[src/logic/dacp_pkg.sv]
// Constants and types shared by the converter configuration port
package dacp_pkg;
  localparam int unsigned SYNC_WIDTH      = 7;
  localparam int unsigned CODE_WIDTH      = 16;
  localparam int unsigned WORD_BITS       = 16;
  localparam logic [4:0]  BIT_CNT_HDR     = 5'h08;
  localparam logic [4:0]  BIT_CNT_END     = 5'h10;
  localparam int unsigned RW_POS          = 15;
  localparam int unsigned ADDR_MSB        = 14;
  localparam int unsigned ADDR_LSB        = 8;
  localparam int unsigned REG_COUNT       = 4;
  localparam logic [6:0]  ADDR_POWER      = 7'h00;
  localparam logic [6:0]  ADDR_TIMING     = 7'h01;
  localparam logic [6:0]  ADDR_FORMAT     = 7'h02;
  localparam logic [6:0]  ADDR_SPARE      = 7'h03;
  localparam int unsigned PD_LSB          = 0;
  localparam int unsigned DCS_POS         = 0;
  localparam int unsigned TWOS_POS        = 0;
  localparam logic [7:0]  REG_RESET       = 8'h00;
  localparam logic [1:0]  PD_NORMAL       = 2'h0;
  localparam logic [CODE_WIDTH-1:0] CODE_MSB_MASK = 16'h8000;
  // Sync vector bit positions
  localparam int unsigned S_CS = 0;
  localparam int unsigned S_SCK = 1;
  localparam int unsigned S_SDI = 2;
  localparam int unsigned S_SDO = 3;
  localparam int unsigned S_ENCP = 4;
  localparam int unsigned S_ENCN = 5;
  localparam int unsigned S_STRAP = 6;
  typedef logic [7:0] dacp_reg_type;
endpackage

[src/logic/dacp_sync.sv]
// Two-flop synchroniser for the asynchronous port pins
`timescale 1ns/1ps
`default_nettype none
module dacp_sync #(
  parameter int unsigned WIDTH = 1
) (
  input  wire logic             clk,
  input  wire logic             reset,
  input  wire logic [WIDTH-1:0] async_in,
  output var  logic [WIDTH-1:0] sync_out
);
  logic [WIDTH-1:0] meta_q;

  // First stage feeds only the second stage
  always_ff @(posedge clk) begin
    if (reset) begin
      meta_q   <= '0;
      sync_out <= '0;
    end else begin
      meta_q   <= async_in;
      sync_out <= meta_q;
    end
  end
endmodule
`default_nettype wire

[src/logic/dacp_config_port.sv]
// Configuration port and encode control of a two-channel sampling converter
//
// Notes on behaviour
// A conversion starts on each rising edge of the positive encode input, sampling both channels; the code starts none unless pd_mode is PD_NORMAL.
// A falling edge on the complementary encode input also marks the start, as a differential pair.
// With the mode strap low, the four port pins act as a serial interface to the mode registers.
// With the mode strap high, the four port pins are static inputs selecting a reduced mode set.
// In serial mode, data shifts into the mode registers only while chip select is low.
// Each data-in bit is captured on the rising serial clock; the controller sets it up beforehand.
// On readback, register bits leave on the data output and the controller samples on the falling clock.
// The data output is open drain: pulled low for a zero, released for a one.
// In parallel mode, the chip select level enables or disables the duty cycle stabilizer.
// In parallel mode, the serial clock level selects the output format.
// In parallel mode, data in and data out levels together choose the power-down state.
// In two's complement format, just below zero reads all ones and just above zero all zeros.
// Serial clock edges are ignored while chip select is high; framing restarts at each low period.
`timescale 1ns/1ps
`default_nettype none
module dacp_config_port
  import dacp_pkg::*;
(
  input  wire logic                            clk,
  input  wire logic                            reset,
  input  wire logic                            prog_mode_strap,
  input  wire logic                            cs_n,
  input  wire logic                            sck,
  input  wire logic                            sdi,
  input  wire logic                            sdo_i,
  output var  logic                            sdo_o,
  output var  logic                            sdo_oe_n,
  input  wire logic                            enc_p,
  input  wire logic                            enc_n,
  input  wire logic [dacp_pkg::CODE_WIDTH-1:0] ch1_code,
  input  wire logic [dacp_pkg::CODE_WIDTH-1:0] ch2_code,
  output var  logic                            enc_start,
  output var  logic [dacp_pkg::CODE_WIDTH-1:0] ch1_data,
  output var  logic [dacp_pkg::CODE_WIDTH-1:0] ch2_data,
  output var  logic                            serial_mode,
  output var  logic                            dcs_en,
  output var  logic                            twos_comp,
  output var  logic [1:0]                      pd_mode
);
  import dacp_pkg::*;

  logic [SYNC_WIDTH-1:0] pins_s;
  logic                  sck_prev_q;
  logic                  enc_prev_q;
  logic                  enc_diff;
  logic                  sck_rise;
  logic                  sck_fall;
  logic                  par_mode;
  logic                  frame_on;
  logic [4:0]            bit_cnt_q;
  logic [WORD_BITS-1:0]  shift_in_q;
  logic [7:0]            shift_out_q;
  logic                  read_q;
  dacp_reg_type          regs_q [REG_COUNT];
  logic [WORD_BITS-1:0]  word_next;

  // Offset binary to output format; MSB flip gives two's complement
  function automatic logic [CODE_WIDTH-1:0] fmt_code(input logic [CODE_WIDTH-1:0] c,
                                                    input logic twos);
    fmt_code = twos ? (c ^ CODE_MSB_MASK) : c;
  endfunction

  // Register index from an address, out-of-range reads the spare slot
  function automatic logic [1:0] reg_index(input logic [6:0] a);
    reg_index = (a < 7'(REG_COUNT)) ? a[1:0] : ADDR_SPARE[1:0];
  endfunction

  // All pins come from outside the clock domain
  dacp_sync #(.WIDTH(SYNC_WIDTH)) u_sync (
    .clk      (clk),
    .reset    (reset),
    .async_in ({prog_mode_strap, enc_n, enc_p, sdo_i, sdi, sck, cs_n}),
    .sync_out (pins_s)
  );

  // Edge and mode decode
  assign enc_diff  = pins_s[S_ENCP] & ~pins_s[S_ENCN];
  assign sck_rise  = pins_s[S_SCK] & ~sck_prev_q;
  assign sck_fall  = ~pins_s[S_SCK] & sck_prev_q;
  assign par_mode  = pins_s[S_STRAP];
  assign frame_on  = ~par_mode & ~pins_s[S_CS]; // see see
  assign word_next = {shift_in_q[WORD_BITS-2:0], pins_s[S_SDI]};

  // Previous samples for edge detection
  always_ff @(posedge clk) begin
    if (reset) begin
      sck_prev_q <= 1'b0;
      enc_prev_q <= 1'b0;
    end else begin
      sck_prev_q <= pins_s[S_SCK];
      enc_prev_q <= enc_diff;
    end
  end

  // Conversion start captures both channels together
  always_ff @(posedge clk) begin
    if (reset) begin
      enc_start <= 1'b0;
      ch1_data  <= '0;
      ch2_data  <= '0;
    end else begin
      enc_start <= 1'b0;
      if (enc_diff && !enc_prev_q && pd_mode == PD_NORMAL) begin // see
        enc_start <= 1'b1;
        ch1_data  <= fmt_code(ch1_code, twos_comp);
        ch2_data  <= fmt_code(ch2_code, twos_comp);
      end
    end
  end

  // Bit framing, restarted whenever chip select is high
  always_ff @(posedge clk) begin
    if (reset || !frame_on) begin
      bit_cnt_q  <= '0;
      shift_in_q <= '0;
    end else if (sck_rise && bit_cnt_q < BIT_CNT_END) begin
      bit_cnt_q  <= bit_cnt_q + 5'h01;
      shift_in_q <= word_next;
    end
  end

  // Readback shifter, loaded after the header and advanced on falling clock
  always_ff @(posedge clk) begin
    if (reset || !frame_on) begin
      read_q      <= 1'b0;
      shift_out_q <= '1;
    end else if (sck_rise && bit_cnt_q == BIT_CNT_HDR - 5'h01) begin
      read_q      <= word_next[RW_POS-ADDR_LSB];
      shift_out_q <= regs_q[reg_index(word_next[ADDR_MSB-ADDR_LSB:0])];
    end else if (sck_fall && read_q && bit_cnt_q >= BIT_CNT_HDR) begin
      shift_out_q <= {shift_out_q[6:0], 1'b1};
    end
  end

  // Open-drain data out: enable low only to pull a zero
  always_ff @(posedge clk) begin
    if (reset) begin
      sdo_o    <= 1'b0;
      sdo_oe_n <= 1'b1;
    end else begin
      sdo_o    <= 1'b0;
      sdo_oe_n <= ~(frame_on && read_q && bit_cnt_q >= BIT_CNT_HDR && !shift_out_q[7]);
    end
  end

  // Mode registers written at the end of a sixteen-bit write word
  always_ff @(posedge clk) begin
    if (reset) begin
      for (int i = 0; i < REG_COUNT; i++) begin
        regs_q[i] <= REG_RESET;
      end
    end else if (frame_on && sck_rise && bit_cnt_q == BIT_CNT_END - 5'h01
                 && !shift_in_q[RW_POS-1]) begin
      regs_q[reg_index(word_next[ADDR_MSB:ADDR_LSB])] <= word_next[7:0];
    end
  end

  // Effective modes: strap picks static pins or programmed registers
  always_ff @(posedge clk) begin
    if (reset) begin
      serial_mode <= 1'b0;
      dcs_en      <= 1'b0;
      twos_comp   <= 1'b0;
      pd_mode     <= PD_NORMAL;
    end else if (par_mode) begin
      serial_mode <= 1'b0;
      dcs_en      <= pins_s[S_CS];
      twos_comp   <= pins_s[S_SCK];
      pd_mode     <= {pins_s[S_SDI], pins_s[S_SDO]};
    end else begin
      serial_mode <= 1'b1;
      dcs_en      <= regs_q[ADDR_TIMING[1:0]][DCS_POS];
      twos_comp   <= regs_q[ADDR_FORMAT[1:0]][TWOS_POS];
      pd_mode     <= regs_q[ADDR_POWER[1:0]][PD_LSB+1:PD_LSB];
    end
  end

  property p_enc_start;
    @(posedge clk) disable iff (reset)
      (enc_diff && !enc_prev_q && pd_mode == PD_NORMAL) |=> enc_start;
  endproperty
  a_enc_start: assert property (p_enc_start) else $error("missed conversion start");

  property p_enc_pair;
    @(posedge clk) disable iff (reset)
      enc_start |-> $past(enc_diff) && !$past(enc_prev_q) && !$past(pins_s[S_ENCN]);
  endproperty
  a_enc_pair: assert property (p_enc_pair) else $error("start without encode edge");

  property p_cs_idle;
    @(posedge clk) disable iff (reset)
      (!par_mode && pins_s[S_CS]) |=> bit_cnt_q == 5'h00;
  endproperty
  a_cs_idle: assert property (p_cs_idle) else $error("framing not restarted");

  property p_shift;
    @(posedge clk) disable iff (reset)
      (frame_on && sck_rise && bit_cnt_q < BIT_CNT_END)
        |=> bit_cnt_q == $past(bit_cnt_q) + 5'h01 && shift_in_q[0] == $past(pins_s[S_SDI]);
  endproperty
  a_shift: assert property (p_shift) else $error("data bit not captured");

  property p_no_shift_par;
    @(posedge clk) disable iff (reset)
      par_mode |=> bit_cnt_q == 5'h00 && !serial_mode;
  endproperty
  a_no_shift_par: assert property (p_no_shift_par) else $error("shifting in parallel mode");

  // Outside a frame the line is released, and the output value never drives high
  property p_sdo_od;
    @(posedge clk) disable iff (reset)
      !frame_on |=> sdo_oe_n && !sdo_o;
  endproperty
  a_sdo_od: assert property (p_sdo_od) else $error("data out driven high or idle");

  property p_readback;
    @(posedge clk) disable iff (reset)
      (frame_on && read_q && bit_cnt_q >= BIT_CNT_HDR && !sck_fall) ##1 frame_on
        |-> sdo_oe_n == $past(shift_out_q[7]);
  endproperty
  a_readback: assert property (p_readback) else $error("readback bit wrong");

  property p_par_modes;
    @(posedge clk) disable iff (reset)
      par_mode |=> dcs_en == $past(pins_s[S_CS]) && twos_comp == $past(pins_s[S_SCK])
                   && pd_mode == {$past(pins_s[S_SDI]), $past(pins_s[S_SDO])};
  endproperty
  a_par_modes: assert property (p_par_modes) else $error("parallel mode pins not applied");

  property p_twos;
    @(posedge clk) disable iff (reset)
      (enc_diff && !enc_prev_q && pd_mode == PD_NORMAL && twos_comp && ch1_code == 16'h7fff)
        |=> ch1_data == 16'hffff;
  endproperty
  a_twos: assert property (p_twos) else $error("below zero not all ones");
endmodule
`default_nettype wire

[config.mk]
export PLATFORM = sky130hd
export DESIGN_NAME = dacp_config_port
export DESIGN_NICKNAME = d
export VERILOG_FILES = /design/src/logic/dacp_pkg.sv /design/src/logic/dacp_sync.sv /design/src/logic/dacp_config_port.sv
export SDC_FILE = /design/constraint.sdc
export NUM_CORES = 1
export LEC_CHECK = 0
export BUFFER_PORTS_ARGS = -buffer_cell sky130_fd_sc_hd__buf_2
export CAP_MARGIN = 20
export CELL_PAD_IN_SITES_DETAIL_PLACEMENT = 2
export CELL_PAD_IN_SITES_GLOBAL_PLACEMENT = 2
export CORE_UTILIZATION = 30
export DETAILED_ROUTE_END_ITERATION = 10
export GPL_ROUTABILITY_DRIVEN = 1
export PLACE_DENSITY = 0.75
export SETUP_SLACK_MARGIN = 0.05
export SLEW_MARGIN = 10
export SYNTH_ARGS = -nofsm -noshare
export SYNTH_HDL_FRONTEND = slang
export SYNTH_SLANG_ARGS = --single-unit
[constraint.sdc]
create_clock -name clk -period 2.73 [get_ports clk]
set_input_delay 0.546 -clock clk [delete_from_list [all_inputs] [get_ports clk]]
set_output_delay 0.546 -clock clk [all_outputs]
set_load 0.1 [all_outputs]
* Word level (Yosys, flattened, before mapping)
Memory sizes are Yosys's and may differ from the RTL's. Index checks and enable logic that the tools add are counted.
Cells by class: equality and inequality tests 2, reduce and logical (&&, ||, !) cells 20, multiplexer cells 19, magnitude comparators 4, $add $sub $neg 1, bitwise operators 12
Operator list (number):
- 16-bit 2-to-1 mux | 2
- 8-bit 2-to-1 mux | 3
- 7-bit by 3-bit less-than comparator with 1-bit output (second input constant) | 2
- 1-bit logical AND | 12
- 1-bit 2-to-1 mux | 10
- 2-bit 2-to-1 mux | 4
- 1-bit NOT | 8
- 8-bit OR reduction | 1
- 5-bit by 1-bit adder with 5-bit output (second input constant) | 1
- 5-bit by 3-bit equality test with 1-bit output (second input constant) | 1
- 5-bit by 4-bit equality test with 1-bit output (second input constant) | 1
- 5-bit by 4-bit >= comparator with 1-bit output (second input constant) | 1
- 5-bit less-than comparator (second input constant) | 1
- 1-bit AND | 4
- 1-bit zero test | 4
- 2-bit zero test | 1
- 2-bit nonzero test | 1
- 1-bit logical OR | 1
Word-level totals: logic and storage cells 75, output and inout bits 40, memories 1, memory bits (writable) 32, bits in registers 84
Memories:
- regs_q | depth 4, width 8, rd ports 4, clocked after Yosys merged registers in 0, wr ports 4, line dacp_config_port.sv:57 | dacp_reg_type regs_q [REG_COUNT];

* Longest topological paths before layout
word-level depth 10, mapped depth 9, mapped depth without buffers 8

* Cells and area by module
A second synthesis with hierarchy kept.
Unflattened totals: cell total of the unflattened synthesis 451, area total of the unflattened synthesis 4565.6 um^2
Modules (own cells, without submodules):
- dacp_config_port | cells each 422, area each 4157.7 um^2, times used 1
- dacp_sync | cells each 29, area each 407.9 um^2, times used 1

* Worst setup path before layout
Ideal clock, no wire load.
path type flip-flop to flip-flop, start point register bit_cnt_q[0], end point memory regs_q[0][0] (netlist name) (enable), path buffers 1, clock period less this slack 2346 ps, stages on the path, launching flop included 10, path slack 384 ps, arrival time 2037 ps, path through dfxtp_1 ha_1 and3_1 ha_1 nand2b_1 or4_1 nor2_2 and3b_1 buf_2 or2_2
RTL lines:
- start: declaration | line dacp_config_port.sv:53 | logic [4:0] bit_cnt_q;
- start signal: assignment | line dacp_config_port.sv:120 | bit_cnt_q <= bit_cnt_q + 5'h01;
- end: declaration | line dacp_config_port.sv:57

==> metrics.txt <==
Leakage Power between 2 and 2.5 nW; flop-to-flop setup slack about 230 ps; cell taking the most area after synthesis dfxtp_1; Layout area overhead 27.1%; Comb pwr share around 6.7%; total CTS buffers 17; Resized cells post-CTS 0; post-route DRC violation count 0; met1 GRT Util a little under a fifth; CTS clk-pin slew, worst paths about 50 ps; GRT met3 Usage 5.54%; Starting Density a little under a third; Die ar. about 0.015 mm^2; Die Y 124 um; Seq pwr share roughly two fifths; Syn Inst Count roughly 450; Inserted Diodes 0; Util after Layout 39.1%; CTS root buffer clkbuf_16; worst relative slew slack between 40% and 50%; Clock Skews about 8.0 ps; placed inst area between 0.005 and 0.006 mm^2; Clk Latency, worst-skew pair roughly 420 ps; Worst Hold Class input pin to register; final worst-path cycle share about nine tenths; Synth warnings 0; Hold Crit Endpoint u_sync.meta_q[6]; I/O pin cnt 81; drt pass-1 iters 4; launch point of the worst reg-to-reg path bit_cnt_q[0]; layout cell share with drive strength beyond 1 a little under a quarter; Yosys reg bits approximately 120; Placed Cells 695; Sw Share roughly 23%; Hold Violations, Final 0; Worst Max-Slew Pin Slew ~770 ps; Routed Antenna Nets 0; Routed WL between 10 and 15 mm; ranking of synthesized cells by area dfxtp_1, edfxtp_1, nand2_1; vias post-DR ~3500; Slew Viols, Final 0; CP Class register to register; total core area 0.0145 mm^2; busiest grt layer met2; largest net degree at the start of global routing 56; setup bufs post-CTS 0; CTS Hold Bufs 0; FMAX between 300 and 400 MHz; worst-path maximum fanout 9; overall routing resource usage 16.7%; R2R Path End regs_q[0][2]; Final Cell Area ~0.0057 mm^2; num rows 44; Synthesized Nets a little under 500; Placer Congestion roughly 0.73; status completed; Yosys cell types 42; TritonCTS clock tree done; initial antenna violation count 0; CP Launch Type register; Sw Pwr 1.00 mW; mean post-synth cell area 9.93 um^2; H-tree levels 4; Final #Nets 573; # clock sinks between 100 and 150; Int Power about 3.4 mW; routed vias/inst a little under 5; Max VDD drop ~0.00040 V; Synth top area share 37.8%; 1st-iter DRT viols ~110; met2 usage between 20 and 30%; HP Start prog_mode_strap; Max Cap Viol 0; worst hold stages 2; PortBufs about 80; Die X 124 um; Worst setup EP type register; CP Data Required Time about 2900 ps; clock network fraction of total power between 50% and 60%; per-cell routed wire length approximately 16 um; RSZ-0062 raised after global routing false; Register-to-Register Path Depth 8; PwrDens 776 mW/mm^2; register area share after synthesis slightly below 60%; crit path DAT between 2000 and 3000 ps; Clock Path Buffers 2; Setup violations, final 0; number of global-route vias before repair roughly 3800; synthesized area between 0.004 and 0.005 mm^2; Tmin final about 2500 ps; first-pass GRT wire length between 15 and 20 mm; dpl hpwl 8.30 mm; setup TNS 0 ps; grt ovf 0; Finished Layout Cells between 700 and 800
## worst max-delay path, stage by stage, from the launching register on
cell	delay, ps
dfxtp_1	380
ha_1	220
and3_1	190
ha_1	150
nand2b_1	60
or4_1	550
nor2_2	180
and3b_2	290
or2_4	200
## routing by layer
metal  share of wire (%)  wire, um  vias up
li1                    -         -     1688
met2                  50      5900       90
met3                 6.2       740       16
met5                   0         0        -
met1                  42      5020     1714
met4                 1.8       218        0
## cell families (layout without fill, tap and decap cells)
logic type	count (synthesis)	count (layout)	synth area share [%]
XOR/XNOR	5	5	0.984
AO/OA/AOI/OAI	84	84	12.1
other	1	1	0.0843
buffers and inverters	32	127	3.04
multiplexers	13	13	2.92
AND/OR/NAND/NOR	195	195	20.9
adder cells (fa/ha/maj)	2	2	0.562
flip-flops	116	116	59.4
## worst max-delay path by stage
stage,startpoint,end,slack (ps),depth (start not counted)
after floorplan,bit_cnt_q[0],regs_q[0][0],380,9
after global placement,bit_cnt_q[0],regs_q[0][7],320,8
after detailed placement,bit_cnt_q[0],regs_q[0][5],150,8
after CTS,bit_cnt_q[0],regs_q[0][2],60,8
after global routing,bit_cnt_q[0],regs_q[0][2],60,8
final,bit_cnt_q[0],regs_q[0][2],230,8
## metrics by stage
stage / power (mW) / hold WS [ps] / setup WS, ps
floorplan: 2.08 / 414 / 384
global placement: 2.16 / 419 / 317
detailed placement: 2.17 / 437 / 148
CTS: 4.45 / 331 / 58.8
global route: 4.54 / 354 / 60.8
finish: 4.39 / 344 / 228
## sequential cells by signal, summed over array words and instances (netlist names), 5 cells and up
| name | count |
|---|---|
| regs_q | 32 |
| ch1_data | 16 |
| ch2_data | 16 |
| shift_in_q | 15 |
| shift_out_q | 8 |
| u_sync.meta_q | 7 |
| u_sync.sync_out | 7 |
| bit_cnt_q | 5 |
## power by group through the flow
stage               Clock [mW]  Combinational (mW)  Sequential (mW)
floorplan                    0              0.0979             1.99
global placement             0               0.292             1.87
detailed placement           0               0.298             1.87
CTS                       2.31               0.300             1.84
global route              2.38               0.318             1.84
finish                    2.26               0.296             1.84
## Yosys cell counts, drive strengths merged
| cell type | instances |
|---|---|
| a211o | 8 |
| a211oi | 9 |
| a21o | 1 |
| a21oi | 47 |
| a221oi | 1 |
| a22oi | 7 |
| and2 | 25 |
| and3 | 10 |
| and3b | 1 |
| buf | 7 |
| clkbuf | 22 |
| conb | 1 |
| dfxtp | 84 |
| edfxtp | 32 |
| ha | 2 |
| inv | 3 |
| mux2i | 13 |
| nand2 | 96 |
| nand2b | 4 |
| nand3b | 1 |
| nand4 | 1 |
| nor2 | 28 |
| nor2b | 16 |
| nor3 | 3 |
| nor3b | 2 |
| nor4 | 2 |
| o21ai | 2 |
| o21bai | 2 |
| o2bb2ai | 7 |
| or2 | 2 |
| or3 | 2 |
| or4 | 2 |
| xnor2 | 3 |
| xor2 | 2 |
## cell type report
cell class | count | area (um^2)
Tap cell | 184 | 230
Clock inverter | 12 | 161
Multi-Input combinational cell | 300 | 1680
Timing Repair Buffer | 92 | 493
Fill cell | 1550 | 8820
Sequential cell | 116 | 2640
Clock buffer | 20 | 437
Inverter | 3 | 11.3
## cell usage in the layout, fill, tap and decap left out, drive strengths merged, types with 6 or more instances in the layout
cell type	count
a211o	8
a211oi	9
a21oi	47
a22oi	7
and2	25
and3	10
buf	92
clkbuf	20
clkinv	6
dfxtp	84
edfxtp	32
mux2i	13
nand2	96
nor2	28
nor2b	16
o2bb2ai	7
(Power assumes the default switching activity.)
